File: src/include/chg_term_pkg.sv
// Constants and carrier types for the charger termination and
// battery-short configuration block.
// Assumes a 50 MHz core clock and 8-bit register accesses.
package chg_term_pkg;

  // Core clock rate; one second of timeout is counted in these cycles.
  localparam int unsigned CLK_HZ     = 50_000_000;
  localparam int unsigned SEC_UNIT_S = 1;
  localparam int unsigned CYC_PER_S  = CLK_HZ * SEC_UNIT_S;

  // Register addresses on the serial control bus.
  localparam logic [7:0] ADDR_FAULT     = 8'h0D;
  localparam logic [7:0] ADDR_BAT_SHORT = 8'h10;
  localparam logic [7:0] ADDR_TERM_CFG  = 8'h11;

  // Field positions.
  localparam int unsigned FLT_SHORT_BIT = 3;
  localparam int unsigned TMO_LSB       = 5;
  localparam int unsigned THR_LSB       = 0;
  localparam int unsigned TCODE_LSB     = 5;
  localparam int unsigned DIV20_BIT     = 4;
  localparam int unsigned DIV10_BIT     = 3;
  localparam int unsigned DIV5_BIT      = 2;
  localparam int unsigned SYSEN_LSB     = 0;

  // Reset values.
  localparam logic [2:0] TMO_RESET   = 3'h4;
  localparam logic [2:0] THR_RESET   = 3'h4;
  localparam logic [2:0] TCODE_RESET = 3'h2;
  localparam logic       DIV_RESET   = 1'b0;

  // Timeout codes in seconds, indexed by the timeout select code.
  localparam logic [7:0] TMO_SECONDS [8] = '{
    8'h01, 8'h02, 8'h04, 8'h0A, 8'h1E, 8'h3C, 8'h78, 8'hB4
  };

  // Termination currents in half-milliamp units, indexed by code.
  localparam logic [11:0] TERM_TABLE [8] = '{
    12'h019, 12'h041, 12'h069, 12'h091,
    12'h0B9, 12'h0EB, 12'h11D, 12'h154
  };
  localparam logic [11:0] TERM_MIN = 12'h019;
  localparam logic [11:0] TERM_MAX = 12'h154;

  // System-enable output modes.
  typedef enum logic [1:0] {
    SYSEN_LDO    = 2'b00,
    SYSEN_BATNODE = 2'b01,
    SYSEN_WEAKCUT = 2'b10,
    SYSEN_CHGWEAK = 2'b11
  } sysen_mode_e;
  localparam sysen_mode_e SYSEN_RESET = SYSEN_LDO;

  // Analog comparator levels that arrive from outside the clock domain.
  typedef struct packed {
    logic vin_present;
    logic ldo_active;
    logic sys_ok;
    logic node_ok;
    logic weak_ok;
    logic below_short;
  } sense_s;

endpackage

File: src/hdl/short_timer.sv
// Battery-short interval timer: counts whole seconds while the
// battery sits below the short threshold.
// Assumes a synchronised below-threshold level on the core clock.
`timescale 1ns/100ps
`default_nettype none
module short_timer #(
  parameter int unsigned CYC_PER_SEC = 50_000_000
) (
  input  wire logic       clk_i,       // Core clock.
  input  wire logic       rst_n_i,     // Async reset, active low.
  input  wire logic       ce_i,        // Clock enable.
  input  wire logic       below_i,     // Battery below threshold.
  input  wire logic [7:0] limit_s_i,   // Selected timeout in seconds.
  output logic            expired_o    // Whole interval spent below.
);

  localparam int unsigned PW = (CYC_PER_SEC > 1) ? $clog2(CYC_PER_SEC) : 1;
  localparam logic [PW-1:0] PRESC_LAST = PW'(CYC_PER_SEC - 1);

  logic [PW-1:0] presc_r;
  logic [PW-1:0] presc_nxt;
  logic [7:0]    secs_r;
  logic [7:0]    secs_nxt;
  logic          exp_r;
  logic          exp_nxt;

  // Any rise above the threshold restarts the interval from zero.
  always_comb begin
    presc_nxt = presc_r;
    secs_nxt  = secs_r;
    if (!below_i) begin
      presc_nxt = '0; // RL14
      secs_nxt  = '0;
    end else if (secs_r < limit_s_i) begin
      if (presc_r == PRESC_LAST) begin
        presc_nxt = '0;
        secs_nxt  = secs_r + 8'h01;
      end else begin
        presc_nxt = presc_r + PW'(1);
      end
    end
    exp_nxt = below_i && (secs_r >= limit_s_i); // RL14
  end

  // Counters freeze with the clock enable so timing pauses with it.
  always_ff @(posedge clk_i or negedge rst_n_i) begin
    if (!rst_n_i) begin
      presc_r <= '0;
      secs_r  <= '0;
      exp_r   <= 1'b0;
    end else if (ce_i) begin
      presc_r <= presc_nxt;
      secs_r  <= secs_nxt;
      exp_r   <= exp_nxt;
    end
  end

  assign expired_o = exp_r;

endmodule
`default_nettype wire

File: src/hdl/charger_termination_config.sv
// Termination and battery-short configuration registers with the
// selection logic behind them.
// Assumes the serial bus decoder presents byte accesses on the core
// clock; comparator levels arrive asynchronously and are synchronised.
//
// What this block does
// [RL1] The timeout select field in bits 7..5 picks 1 to 180 s and resets to 30 s.
// [RL2] The threshold select field in bits 2..0 picks 2.0 to 2.7 V and resets to 2.4 V.
// [RL3] The termination code in bits 7..5 picks 12.5 to 170 mA, resets to 52.5 mA, used only with no ratio bit set.
// [RL4] The divide-by-twenty bit 4 gives charge current over 20, clamped, above all else.
// [RL5] The divide-by-ten bit 3 gives charge current over 10, clamped, unless bit 4 is set.
// [RL6] The divide-by-five bit 2 gives charge current over 5, clamped, unless bit 4 or 3 is set.
// [RL7] Mode 00 drives system enable while the regulator is active and system voltage is present.
// [RL8] Mode 01 drives system enable from the battery-side node level.
// [RL9] Mode 10 drives system enable and opens the isolation switch once the battery is weak.
// [RL10] Mode 10 acts only with the input supply absent and the battery monitor enabled.
// [RL11] Mode 11 enables in regulator mode when charging is off, else only at or above weak level.
// [RL12] A detected battery short sets fault bit 3, which reads 0 without a fault.
// [RL13] Fault flags hold until software writes a one to them or the input supply is cycled.
// [RL14] A short is declared only after the full timeout below threshold, restarting on any rise.
// [RL15] Bits 4 and 3 of the battery-short register read zero and ignore writes.
`timescale 1ns/100ps
`default_nettype none
module charger_termination_config
  import chg_term_pkg::*;
#(
  parameter int unsigned CYC_PER_SEC = CYC_PER_S
) (
  input  wire logic        core_clk_i,            // Core clock, 50 MHz.
  input  wire logic        rst_n_i,               // Async reset, low.
  input  wire logic        ce_i,                  // Freezes state when low.
  input  wire logic [7:0]  reg_addr_i,            // Register address.
  input  wire logic [7:0]  reg_wdata_i,           // Write data.
  input  wire logic        reg_wr_i,              // Write strobe.
  input  wire logic        reg_rd_i,              // Read strobe.
  output logic      [7:0]  reg_rdata_o,           // Read data, next cycle.
  input  wire sense_s      sense_i,               // Async comparator levels.
  input  wire logic        charge_enabled_i,      // Charger on, same clock.
  input  wire logic        battery_monitor_enable_i, // Monitor bit.
  input  wire logic [11:0] charge_current_setting_i, // In 0.5 mA units.
  output logic      [11:0] term_current_o,        // In 0.5 mA units.
  output logic      [2:0]  short_threshold_sel_o, // To short comparator.
  output logic             system_enable_out_o,   // System enable pin.
  output logic             iso_fet_off_o,         // Opens isolation switch.
  output logic             battery_short_fault_o  // Short fault flag.
);

  // Two-stage synchroniser; stage one feeds only stage two.
  sense_s sync1_r;
  sense_s sync2_r;
  sense_s sync1_nxt;
  sense_s sync2_nxt;
  logic   vin_prev_r;
  logic   vin_prev_nxt;

  always_comb begin
    sync1_nxt    = sense_i;
    sync2_nxt    = sync1_r;
    vin_prev_nxt = sync2_r.vin_present;
  end

  always_ff @(posedge core_clk_i or negedge rst_n_i) begin
    if (!rst_n_i) begin
      sync1_r    <= '0;
      sync2_r    <= '0;
      vin_prev_r <= 1'b0;
    end else if (ce_i) begin
      sync1_r    <= sync1_nxt;
      sync2_r    <= sync2_nxt;
      vin_prev_r <= vin_prev_nxt;
    end
  end

  // Software-written configuration fields.
  logic [2:0]  tmo_r, tmo_nxt;
  logic [2:0]  thr_r, thr_nxt;
  logic [2:0]  tcode_r, tcode_nxt;
  logic        div20_r, div20_nxt;
  logic        div10_r, div10_nxt;
  logic        div5_r, div5_nxt;
  sysen_mode_e mode_r, mode_nxt;
  logic        fault_r, fault_nxt;
  logic [7:0]  rdata_r, rdata_nxt;
  logic        expired;
  logic        wr_short;
  logic        wr_term;
  logic        wr_fault;
  logic        vin_return;

  assign wr_short   = reg_wr_i && (reg_addr_i == ADDR_BAT_SHORT);
  assign wr_term    = reg_wr_i && (reg_addr_i == ADDR_TERM_CFG);
  assign wr_fault   = reg_wr_i && (reg_addr_i == ADDR_FAULT);
  assign vin_return = sync2_r.vin_present && !vin_prev_r;

  short_timer #(
    .CYC_PER_SEC (CYC_PER_SEC)
  ) u_timer (
    .clk_i     (core_clk_i),
    .rst_n_i   (rst_n_i),
    .ce_i      (ce_i),
    .below_i   (sync2_r.below_short),
    .limit_s_i (TMO_SECONDS[tmo_r]),
    .expired_o (expired)
  );

  // Register writes, fault flag and read-back. Bits 4..3 of the short
  // register are not stored, so they cannot read back nonzero.
  always_comb begin
    tmo_nxt   = tmo_r;
    thr_nxt   = thr_r;
    tcode_nxt = tcode_r;
    div20_nxt = div20_r;
    div10_nxt = div10_r;
    div5_nxt  = div5_r;
    mode_nxt  = mode_r;
    rdata_nxt = rdata_r;
    if (wr_short) begin
      tmo_nxt = reg_wdata_i[TMO_LSB +: 3]; // RL1
      thr_nxt = reg_wdata_i[THR_LSB +: 3]; // RL2
    end
    if (wr_term) begin
      tcode_nxt = reg_wdata_i[TCODE_LSB +: 3]; // RL3
      div20_nxt = reg_wdata_i[DIV20_BIT];
      div10_nxt = reg_wdata_i[DIV10_BIT];
      div5_nxt  = reg_wdata_i[DIV5_BIT];
      mode_nxt  = sysen_mode_e'(reg_wdata_i[SYSEN_LSB +: 2]);
    end
    // A clear by write or supply return loses to a short seen now.
    fault_nxt = fault_r;
    if ((wr_fault && reg_wdata_i[FLT_SHORT_BIT]) || vin_return) begin
      fault_nxt = 1'b0; // RL13
    end
    if (expired) begin
      fault_nxt = 1'b1; // RL12
    end
    if (reg_rd_i) begin
      case (reg_addr_i)
        ADDR_FAULT:     rdata_nxt = 8'(fault_r) << FLT_SHORT_BIT; // RL12
        ADDR_BAT_SHORT: rdata_nxt = {tmo_r, 2'b00, thr_r}; // RL15
        ADDR_TERM_CFG:  rdata_nxt = {tcode_r, div20_r, div10_r, div5_r,
                                     mode_r};
        default:        rdata_nxt = 8'h00;
      endcase
    end
  end

  always_ff @(posedge core_clk_i or negedge rst_n_i) begin
    if (!rst_n_i) begin
      tmo_r   <= TMO_RESET;   // RL1
      thr_r   <= THR_RESET;   // RL2
      tcode_r <= TCODE_RESET; // RL3
      div20_r <= DIV_RESET;
      div10_r <= DIV_RESET;
      div5_r  <= DIV_RESET;
      mode_r  <= SYSEN_RESET;
      fault_r <= 1'b0;
      rdata_r <= 8'h00;
    end else if (ce_i) begin
      tmo_r   <= tmo_nxt;
      thr_r   <= thr_nxt;
      tcode_r <= tcode_nxt;
      div20_r <= div20_nxt;
      div10_r <= div10_nxt;
      div5_r  <= div5_nxt;
      mode_r  <= mode_nxt;
      fault_r <= fault_nxt;
      rdata_r <= rdata_nxt;
    end
  end

  // Clamp a ratio current into the allowed termination window.
  function automatic logic [11:0] clamp_term(input logic [11:0] v);
    if (v < TERM_MIN) begin
      clamp_term = TERM_MIN;
    end else if (v > TERM_MAX) begin
      clamp_term = TERM_MAX;
    end else begin
      clamp_term = v;
    end
  endfunction

  // Termination current and system-enable selection.
  logic [11:0] term_r, term_nxt;
  logic        sysen_r, sysen_nxt;
  logic        isooff_r, isooff_nxt;
  logic        cut_armed;

  assign cut_armed = !sync2_r.vin_present && battery_monitor_enable_i;

  always_comb begin
    // Fixed priority: twenty, then ten, then five, then the code.
    if (div20_r) begin
      term_nxt = clamp_term(charge_current_setting_i / 12'd20); // RL4
    end else if (div10_r) begin
      term_nxt = clamp_term(charge_current_setting_i / 12'd10); // RL5
    end else if (div5_r) begin
      term_nxt = clamp_term(charge_current_setting_i / 12'd5); // RL6
    end else begin
      term_nxt = TERM_TABLE[tcode_r]; // RL3
    end
    isooff_nxt = 1'b0;
    case (mode_r)
      SYSEN_LDO: begin
        sysen_nxt = sync2_r.ldo_active && sync2_r.sys_ok; // RL7
      end
      SYSEN_BATNODE: begin
        sysen_nxt = sync2_r.node_ok; // RL8
      end
      SYSEN_WEAKCUT: begin
        // Outside its window this mode leaves the pin low.
        sysen_nxt  = cut_armed && !sync2_r.weak_ok; // RL9 RL10
        isooff_nxt = cut_armed && !sync2_r.weak_ok; // RL9 RL10
      end
      SYSEN_CHGWEAK: begin
        sysen_nxt = charge_enabled_i ? sync2_r.weak_ok
                                     : sync2_r.ldo_active; // RL11
      end
      default: begin
        sysen_nxt = 1'b0;
      end
    endcase
  end

  always_ff @(posedge core_clk_i or negedge rst_n_i) begin
    if (!rst_n_i) begin
      term_r   <= TERM_TABLE[TCODE_RESET];
      sysen_r  <= 1'b0;
      isooff_r <= 1'b0;
    end else if (ce_i) begin
      term_r   <= term_nxt;
      sysen_r  <= sysen_nxt;
      isooff_r <= isooff_nxt;
    end
  end

  assign reg_rdata_o           = rdata_r;
  assign term_current_o        = term_r;
  assign short_threshold_sel_o = thr_r;
  assign system_enable_out_o   = sysen_r;
  assign iso_fet_off_o         = isooff_r;
  assign battery_short_fault_o = fault_r;
endmodule
`default_nettype wire

File: config.mk
export PLATFORM = sky130hd
export DESIGN_NAME = charger_termination_config
export DESIGN_NICKNAME = d
export VERILOG_FILES = /design/src/include/chg_term_pkg.sv /design/src/hdl/short_timer.sv /design/src/hdl/charger_termination_config.sv
export SDC_FILE = /design/constraint.sdc
export NUM_CORES = 1
export LEC_CHECK = 0
export ABC_AREA = 1
export BUFFER_PORTS_ARGS = -buffer_cell sky130_fd_sc_hd__buf_2
export CAP_MARGIN = 40
export CORE_MARGIN = 2
export CORE_UTILIZATION = 35
export DETAILED_ROUTE_END_ITERATION = 10
export GPL_TIMING_DRIVEN = 0
export PLACE_DENSITY = 0.61
export SLEW_MARGIN = 25
export SYNTH_ARGS = -nofsm -noshare
export SYNTH_HDL_FRONTEND = slang
export SYNTH_SLANG_ARGS = --single-unit
File: constraint.sdc
create_clock -name core_clk_i -period 5.3 [get_ports core_clk_i]
set_input_delay 0.795 -clock core_clk_i [delete_from_list [all_inputs] [get_ports core_clk_i]]
set_output_delay 0.795 -clock core_clk_i [all_outputs]
set_load 0.02 [all_outputs]
# Word level (Yosys, flattened, before mapping)
# Memory sizes are Yosys's and may differ from the RTL's.
# Index checks and enable logic that the tools add are counted.
dict set report totals {
  out_inout_bits 26
  elab_cells 102
  ff_bits 85
  input_bits 41
  mem_bits_ro 160
  memories 2
}
# memory depth width read_ports rd_ports_with_merged_regs wr line
set mem_list {}
lappend mem_list {{(name not given)} 8 12 1 0 0 charger_termination_config.sv:199} ;# term_nxt = TERM_TABLE[tcode_r];
lappend mem_list {{(name not given)} 8 8 1 0 0 charger_termination_config.sv:102} ;# .limit_s_i (TMO_SECONDS[tmo_r]),
dict set report op_classes {
  div_mod_pow 3
  n_mux 25
  bitwise_logic 2
  eq_ne 9
  add_sub_neg 2
  n_reduce_logical 21
  magnitude_cmp 10
}
# cell n
set ops {}
lappend ops {{$mux W12} 11}
lappend ops {{$mux W26} 3}
lappend ops {{$mux W8} 5}
lappend ops {{$gt A12 B9 Y1 const B} 3}
lappend ops {{$lt A12 B5 Y1 const B} 3}
lappend ops {{$add A26 B1 Y26 const B} 1}
lappend ops {{$eq A26 B26 Y1 const B} 1}
lappend ops {{$pmux W8 S3} 1}
lappend ops {{$eq A8 B5 Y1 const B} 2}
lappend ops {{$div A12 B3 Y12 const B} 1}
lappend ops {{$div A12 B4 Y12 const B} 1}
lappend ops {{$div A12 B5 Y12 const B} 1}
lappend ops {{$reduce_and A2 Y1} 5}
lappend ops {{$logic_and A1 B1 Y1} 9}
lappend ops {{$add A8 B1 Y8 const B} 1}
lappend ops {{$eq A8 B4 Y1 const B} 1}
lappend ops {{$ge A4 B4 Y1 const B} 2}
lappend ops {{$ge A8 B8 Y1} 1}
lappend ops {{$lt A8 B8 Y1} 1}
lappend ops {{$not A3 Y4} 2}
lappend ops {{$eq A2 B2 Y1 const B} 2}
lappend ops {{$mux W1} 4}
lappend ops {{$ne A2 B1 Y1 const B} 2}
lappend ops {{$pmux W1 S4} 1}
lappend ops {{6 further kinds} 8}

# Logic depth before layout (Yosys ltp)
# Gate-level depths: netlist (run 1).
dict set report logic_depth {
  ltp_word 7
  ltp_mapped 46
  ltp_nobuf 46
}

# Modules after synthesis
# Synthesis (run 1) repeated with hierarchy kept, for this count alone.
dict set report hier_totals {
  hier_cells 937
  hier_area_um2 6387.4
}
# mod n_inst cells_each area_per_inst_um2 seq_area_each_um2
set modules_own_cells {}
lappend modules_own_cells {charger_termination_config 1 520 3606.0 1209.9}
lappend modules_own_cells {short_timer 1 417 2781.4 875.8}

# Worst setup path after synthesis (run 1)
# No wires, ideal clock.
dict set report synth_timing {
  path_kind {input -> register}
  start {in charge_current_setting_i[10]}
  end {reg term_r[4], in the netlist term_current_o[4]}
  stages 35
  setup_ps 116
  n_path_buf 1
  t_required_ps 5184
  slack_ps 1266
  arrival_time_ps 3917
  cell_sequence {o21ai_2 -> nand2_1 -> o211ai_1 -> inv_2 -> a21oi_2 -> nand2_2 -> nand2_4 -> nand2_2 -> nand3_1 -> nand2_1 -> nand2_2 -> buf_6 -> nand2_4 -> nand3_4 -> nand2_4 -> o21ai_2 -> inv_2 -> nand3_1 -> nand3_1 -> nand2_4 -> nand2_4 -> inv_4 -> nand2_2 -> nand2_2 -> inv_2 -> nor2_2 -> nor2_1 -> a21oi_4 -> nand3_1 -> nand2_2 -> nand4_1 -> nor2_1 -> nor2_1 -> nand2_1 -> nand2_1}
}
dict set report synth_between {
  elab_chain_cells 7
  elab_cells_between_ends 18
  cone_classes {3 x div; 6 x order compare; 9 x mux}
}
# element line
set synth_lines {}
lappend synth_lines {{start, declared} charger_termination_config.sv:40} ;# input wire logic [11:0] charge_current_setting_i,
lappend synth_lines {{$div A12 B3 Y12} charger_termination_config.sv:197} ;# term_nxt = clamp_term(charge_current_setting_i / 12'd5);
lappend synth_lines {{$gt A12 B9 Y1} charger_termination_config.sv:175} ;# end else if (v > TERM_MAX) begin
lappend synth_lines {{$mux W12} charger_termination_config.sv:175}
lappend synth_lines {{$mux W12} charger_termination_config.sv:173} ;# if (v < TERM_MIN) begin
lappend synth_lines {{$mux W12} charger_termination_config.sv:196} ;# end else if (div5_r) begin
lappend synth_lines {{$mux W12} charger_termination_config.sv:194} ;# end else if (div10_r) begin
lappend synth_lines {{$mux W12 *} charger_termination_config.sv:192} ;# if (div20_r) begin
lappend synth_lines {{end signal, assigned} charger_termination_config.sv:226} ;# term_r <= TERM_TABLE[TCODE_RESET];
lappend synth_lines {{end signal, assigned} charger_termination_config.sv:230} ;# term_r <= term_nxt;
lappend synth_lines {{end, declared} charger_termination_config.sv:183} ;# logic [11:0] term_r, term_nxt;
# Mark *: on every way between the ends. The rest lies on a longest branch, timed or not.
# A chain may end at the register's enable or synchronous reset.

# Worst setup path in the final report (run 1)
# Ends and elaborated chain as after synthesis.

==> run_results.csv, run 1 <==
group,metric,value,unit
synth,yosys_register_bits,83,
timing,worst_pin_slew,684.4,ps
timing,finalSetupViolations,0,
power,power.internal,0.001234,W
setup_path,path_depth,36,
global_route,grt_pass1_wl,22630,um
cts,path_clk_slew,60,ps
job,drv_cap,0,
synth,seq_area_frac_synth,0.3816,
cts,ctsResizeCount,0,
power,seqPwrFrac,0.358,
power,ir_drop,192.8,uV
synth,yosys_warnings,0,
cts,cts_sinks,83,
die,top_level_ports,67,
layout,fillerInstances,1595,
layout,layout-area-overhead-vs-synth,16.28,%
synth,yosysTopAreaCell,"dfrtp_1",
timing,finalSetupTns,0,ps
synth,async_flop_share,1.000,
setup_path,reg2reg_to,"u_timer.presc_r[22]",
layout,antenna_cells,0,
timing,finalCritPeriodShare,0.8472,
timing,fmax,222.7,MHz
synth,synth_area_leaders,"dfrtp_1 (35%), nand2_1 (13%), inv_1 (7.5%), nand3_1 (4.8%), o21ai_0 (4.8%)",
global_route,grt_pass1_vias,4679,
global_route,antenna_found_initial,0,
synth,ys_types,52,
timing,fin_skew,6.585,ps
setup_path,critical_path.startpoint,"charge_current_setting_i[10]",
setup_path,worstSetupEndpoint,"term_current_o[4]",
timing,slew_viol_final,0,
die,fp.dieW,129.0,um
die,die_h,129.0,um
cts,cts_root_buf,"clkbuf_16",
synth,synthCells,768,
power,power_density,313.8,nW/um2
setup_path,critPathKind,"input port to flip-flop",
cts,ctsHoldBuffers,0,
setup_path,r2r-start,"tmo_r[1]",
cts,cts_tree,"done",
power,p_sw,0.0007595,W
die,row_count,45,
synth,syn-cell-area,5465,um2
route,drtPass1Iterations,5,
cts,cts_setup_buffers,0,
timing,slew_headroom,0.5395,
power,combPwrFrac,0.355,
setup_path,path_delay_family,"simple AND/OR/NAND/NOR gates",
route,vias,5061,
layout,layout_common_cells,"nand2_1 (192), inv_1 (109), dfrtp_1 (76), buf_2 (64), nor2_1 (61)",
placed_design,detailed_place_hpwl,10510,um
layout,drive_gt1_frac,0.1816,
layout,post-route-util,0.4165,
placed_design,dp_cells,1045,
synth,synth_top_area_share,0.3480,
run_status,status,"complete, no violations",
setup_path,worst_path_most_repeated_cell,"nand2_1",
timing,period_needed,4490,ps
route,drt-initial-drc-count,293,
timing,rsz0062_at_grt,"no",
placed_design,placed_area,6087,um2
layout,nets,900,
synth,synthFlopType,"dfrtp_1",
setup_path,start_kind,"input port",
setup_path,max_stage_delay,290,ps
setup_path,crit_arrival,4720,ps
synth,synth_area_per_cell,7.116,um2
placed_design,dp_slack,438.7,ps
setup_path,rr_worst_depth,24,
power,switching_share,0.3809,
placed_design,port_buffers,64,
layout,final_common_cell,"nand2_1",
layout,layout.cells.non_filler,1059,
global_route,grt_max_degree,59,
cts,cts_buffers,9,
power,power.leakage,3.173,nW
die,start_util,0.3582,
placed_design,gp_congestion,0.8763,
setup_path,cp_data_required_time,5530,ps
timing,fin_ws,810.1,ps
route,vias_per_cell,4.779,
die,core,15260,um2
setup_path,path_buf_inv,5,
cts,cts_max_level,3,
power,p_clk_frac,0.288,
setup_path,r2r_slack,1240,ps
route,wire_per_inst,12.76,um
route,route.detailed.drc,0,
layout,finalInstanceArea,6355,um2
synth,synth-edff-count,0,
route,wl,13510,um
setup_path,cp_max_fo,10,
global_route,grtUsageTotal,0.1710,
setup_path,cp-end-kind,"flip-flop",
global_route,overflow,0,
setup_path,critPathSlowestCell,"o21ai_2",
cts,clkLatencyLatePin,340,ps
die,dieArea,16630,um2
timing,report.final.hold_viol_count,0,
cts,clk_path_buf_depth,2,
route,drtAntennaViolNets,0,
hold_path,hold_path.class,"input port to asynchronous set/reset pin",
[stage by stage]
stage | power [W] | hold WS (ps)
5_1_grt | 0.002147 | 327.9
4_1_cts | 0.002010 | 320.2
3_3_place_gp | 0.001425 | 456.2
2_1_floorplan | 0.001254 | 442.2
3_5_place_dp | 0.001433 | 458.5
6_report | 0.001994 | 314.8
[state kept, by name (all words and copies together) (netlist names), 2 cells and up]
register / cells
term_current_o: 10
u_timer.presc_r: 26
sync1_r: 6
reg_rdata_o: 8
sync2_r: 5
short_threshold_sel_o: 3
u_timer.secs_r: 8
tmo_r: 3
mode_r: 2
tcode_r: 3
[Yosys cell counts (3+ instances only)]
cell and number:
a31oi_1 3, nand3_1 52, o31ai_1 3, dfstp_2 7, a21oi_1 37, nand2_1 192, o211ai_1 5, clkbuf_1 10
o22ai_1 3, nand3_2 4, ha_1 14, buf_4 3, nor4_1 7, nor2_1 61, o21ai_2 5, nor3_1 25
a211oi_1 4, nand4_1 13, inv_1 109, mux2_2 7, nand2_2 18, o21ai_0 52, inv_2 14, dfrtp_1 76
nand2_4 7, o21ai_1 3
[cells by family (layout without fill, tap and decap cells)]
logic type | after synthesis | count (layout) | share of synthesized area
xor+xnor | 2 | 2 | 0.003206
compound gates | 134 | 134 | 0.1472
buf+inv | 142 | 221 | 0.1016
fa+ha+maj | 14 | 14 | 0.03205
simple gates | 385 | 385 | 0.3191
other cells | 1 | 2 | 0.0006862
mux | 7 | 7 | 0.01442
flops | 83 | 83 | 0.3816
[final cells by class]
type | count | area [um2] | area share
Multi-Input combinational cell | 544 | 2828 | 0.4450
Sequential cell | 83 | 2086 | 0.3282
Inverter | 126 | 475.5 | 0.07482
Timing Repair Buffer | 65 | 354.1 | 0.05572
Tap cell | 211 | 264.0 | 0.04154
Clock buffer | 10 | 239.0 | 0.03761
Buffer | 16 | 80.08 | 0.01260
Clock inverter | 4 | 28.78 | 0.004528
[worst min-delay path by stage]
stage / startpoint / endpoint / slack [ps] / cells past startpoint
2_1_floorplan: sync1_r[0] / sync1_r[0] / 440 / 2
3_3_place_gp: sync1_r[2] / sync1_r[2] / 460 / 2
3_5_place_dp: sync1_r[5] / sync1_r[5] / 460 / 2
4_1_cts: rst_n_i / u_timer.presc_r[5] / 320 / 1
5_1_grt: rst_n_i / u_timer.secs_r[2] / 330 / 1
6_report: rst_n_i / reg_rdata_o[7] / 310 / 1
[worst register-to-register path, delay by kind of cell, from the launching register on]
| family | cells | cell delay, ps |
|---|---|---|
| AOI/OAI and AO/OA | 6 | 770 |
| adders and majority gates | 1 | 300 |
| buffers and inverters | 4 | 320 |
| DFF | 1 | 450 |
| and+or+nand+nor | 13 | 2120 |
[power groups by stage]
stage / sequential [W] / clock, W / combinational [W]
after detailed placement: 0.000724 / 0 / 0.000709
final: 0.000713 / 0.000574 / 0.000707
after CTS: 0.000713 / 0.000584 / 0.000712
after floorplan: 0.000747 / 0 / 0.000508
after global placement: 0.000724 / 0 / 0.000700
after global routing: 0.000719 / 0.000618 / 0.000810
[routing by layer]
| metal | track usage | routed length (um) | vias up |
|---|---|---|---|
| met2 | 0.2677 | 6149 | 106 |
| met4 | 0.04859 | 184 | 0 |
| met3 | 0.04158 | 595 | 17 |
| met5 | 0 | 0 | - |
| met1 | 0.2364 | 6579 | 2276 |
| li1 | - | - | 2662 |
(Power assumes the default switching activity.)
==> run 2: changes to the inputs <==
ABC_AREA = 0   (was 1)
PLACE_DENSITY = 0.6   (was 0.61)
clock period = 4.65 ns   (was 5.3 ns; I/O delays follow)
==> run 2 against run 1 <==
Compared with the run above:
- core utilization shrank 0.65 points
- final area grew 6.2%
- power grew 2.4%
- worst setup slack lost 380 ps
- hold slack lost 80 ps
- via count grew 3.8%
- synthesized cell count shrank 13%
- global-route usage shrank 0.10 points
- clock skew is essentially flat
- critical path type unchanged
- critical endpoint unchanged
- largest power group unchanged
==> run_results.csv, run 2 <==
group,metric,value,unit
run_status,status,"complete, no violations",
route,drtPass1Iterations,5,
setup_path,crit_arrival,4430,ps
route,vias_per_cell,5.398,
synth,yosys_warnings,0,
timing,fmax,237.1,MHz
synth,seq_area_frac_synth,0.3573,
die,top_level_ports,67,
timing,slew_viol_final,0,
synth,synth_xor_area_frac,0.04202,
cts,ctsResizeCount,0,
timing,finalSetupViolations,0,
setup_path,start_kind,"input port",
setup_path,max_stage_delay,550,ps
cts,path_clk_slew,70,ps
power,power_density,302.5,nW/um2
setup_path,critical_path.startpoint,"charge_current_setting_i[7]",
synth,synthMuxAreaShare,0.08360,
setup_path,cp_data_required_time,4860,ps
placed_design,port_buffers,61,
timing,worst_pin_slew,758.7,ps
synth,yosysTopAreaCell,"dfrtp_1",
die,start_util,0.3545,
global_route,antenna_found_initial,0,
synth,ys_types,77,
layout,layout-area-overhead-vs-synth,15.67,%
placed_design,dp_cells,956,
global_route,grt_pass1_vias,4819,
setup_path,reg2reg_to,"u_timer.presc_r[23]",
route,route.detailed.drc,0,
cts,clkLatencyLatePin,340,ps
cts,cts_tree,"done",
timing,finalSetupTns,0,ps
cts,cts_sinks,83,
global_route,overflow,0,
layout,layout.cells.non_filler,973,
layout,final_common_cell,"dfrtp_1",
die,core,16470,um2
global_route,grt_pass1_wl,24790,um
cts,cts_root_buf,"clkbuf_16",
synth,synth-simple-area-share,0.2163,
placed_design,gp_congestion,0.8526,
synth,yosys_register_bits,83,
synth,synth_top_family_by_area,"compound AO/OA/AOI/OAI gates",
power,power.leakage,2.952,nW
route,vias,5252,
synth,syn-cell-area,5837,um2
power,ir_drop,207.3,uV
setup_path,critPathKind,"input port to flip-flop",
layout,drive_gt1_frac,0.1899,
synth,synthFlopType,"dfrtp_1",
timing,rsz0062_at_grt,"no",
global_route,grtUsageTotal,0.1700,
route,wire_per_inst,15.32,um
placed_design,detailed_place_hpwl,11160,um
setup_path,crit_chain,"clkbuf_1 > clkbuf_1 > o2111ai_1 > a21oi_1 > mux2i_1 > nand4_1 > o21ai_1 > or3_1 > a41oi_1 > or3_1 > or2_1 > o221ai_1 > o21ai_1",
global_route,grt_max_degree,53,
cts,cts_buffers,9,
setup_path,critPathSlowestCell,"a21oi_1",
die,fp.dieW,133.1,um
timing,slew_headroom,0.4895,
timing,report.final.hold_viol_count,0,
route,wl,14910,um
setup_path,cp_max_fo,10,
setup_path,r2r-start,"tmo_r[2]",
die,row_count,47,
synth,synth-compound-area-share,0.2180,
cts,ctsHoldBuffers,0,
timing,finalCritPeriodShare,0.9072,
route,drtAntennaViolNets,0,
setup_path,rr_worst_depth,18,
layout,largest_register,"u_timer.presc_r",
layout,nets,803,
synth,synthCells,672,
hold_path,hold_path.class,"input port to asynchronous set/reset pin",
synth,ys_top_cells_by_count,"dfrtp_1 (76), nor2_1 (69), nand2_1 (48)",
timing,fin_skew,6.643,ps
synth,synth_area_leaders,"dfrtp_1 (33%), mux2_2 (5.8%), nor2_1 (4.4%), o21ai_0 (3.8%), a21oi_1 (3.3%)",
synth,synth-edff-count,0,
setup_path,worstSetupEndpoint,"term_current_o[4]",
layout,antenna_cells,0,
cts,cts_max_level,3,
placed_design,placed_area,6460,um2
route,drt-initial-drc-count,311,
synth,synth_area_per_cell,8.686,um2
layout,largest_reg_flops,26,
synth,async_flop_share,1.000,
layout,finalInstanceArea,6751,um2
cts,clk_path_buf_depth,2,
job,drv_cap,0,
setup_path,r2r_slack,530,ps
layout,layout_common_cells,"dfrtp_1 (76), buf_2 (71), nor2_1 (69), nand2_1 (48), o21ai_0 (44)",
die,dieArea,17730,um2
setup_path,cp-end-kind,"flip-flop",
die,die_h,133.1,um
cts,cts_setup_buffers,0,
synth,synthAdderAreaFrac,0.03173,
synth,post-synth-top-count-cell,"dfrtp_1",
synth,synth_top_area_share,0.3258,
timing,period_needed,4218,ps
## run 2: changes by cell type after synthesis, moves of 10 or more
| cell | change |
|---|---|
| xor2_1 | +15 |
| mux2i_1 | +15 |
| inv_2 | -14 |
| xnor2_1 | +11 |
| nand2_2 | -18 |
| mux2_2 | +23 |
| nand2_1 | -144 |
| inv_1 | -86 |
| clkbuf_1 | +17 |
| nor3_1 | -10 |
| and3_1 | +11 |
| nand3_1 | -27 |
## run 2: final cells by class
type / count / area [um2]
fillers: 1669 / 9714
multi-input cells: 522 / 3461
flip-flops and latches: 83 / 2086
repair buffers: 64 / 349.1
well taps: 220 / 275.3
clock buffers: 10 / 239.0
plain buffers: 45 / 207.7
inverters: 23 / 86.33
clock inverters: 6 / 47.55
## run 2: per-layer routing
layer / GRT usage / vias up / routed length, um / share of wire
li1: - / 2629 / - / -
met1: 0.2567 / 2450 / 7493 / 0.50
met2: 0.2530 / 161 / 6382 / 0.43
met3: 0.03006 / 12 / 870 / 0.058
met4: 0.03960 / 0 / 160 / 0.011
met5: 0 / - / 0 / 0
## run 2: through the flow
stage	hold WS [ps]	total power [W]	utilization	setup WS [ps]
2_1_floorplan	401.9	0.001204	-	949.4
3_3_place_gp	468.2	0.001353	0.3900	84.81
3_5_place_dp	470.3	0.001362	0.3923	166.8
4_1_cts	240.9	0.002063	0.4097	511.7
5_1_grt	251.1	0.002174	0.4100	116.7
6_report	234.8	0.002043	0.4100	431.7
## run 2: power by group
part	internal [W]	total [W]	switching, W
clock	0.000382	0.000691	0.000309
combinational	0.000204	0.000535	0.000331
sequential	0.000779	0.000817	0.0000381
## run 2: worst max-delay path, delay by kind of cell
family                 cells  cell delay [ps]
AOI/OAI and AO/OA          6             1810
and+or+nand+nor            4             1030
buffers and inverters      2              640
muxes                      1              240
## run 2: how the worst min path moves through the flow
| stage | endpoint | cells past startpoint | slack, ps |
|---|---|---|---|
| floorplan | battery_short_fault_o | 0 | 400 |
| global placement | reg_rdata_o[5] | 2 | 470 |
| detailed placement | reg_rdata_o[5] | 2 | 470 |
| CTS | u_timer.presc_r[15] | 1 | 240 |
| global route | u_timer.presc_r[20] | 1 | 250 |
| finish | u_timer.presc_r[25] | 1 | 230 |
## run 2: logic make-up after synthesis
family | after synthesis
multiplexers | 45
buffers and inverters | 68
AND/OR/NAND/NOR | 245
XOR/XNOR | 28
adder cells (fa/ha/maj) | 15
AO/OA/AOI/OAI | 187
other | 1
flip-flops | 83
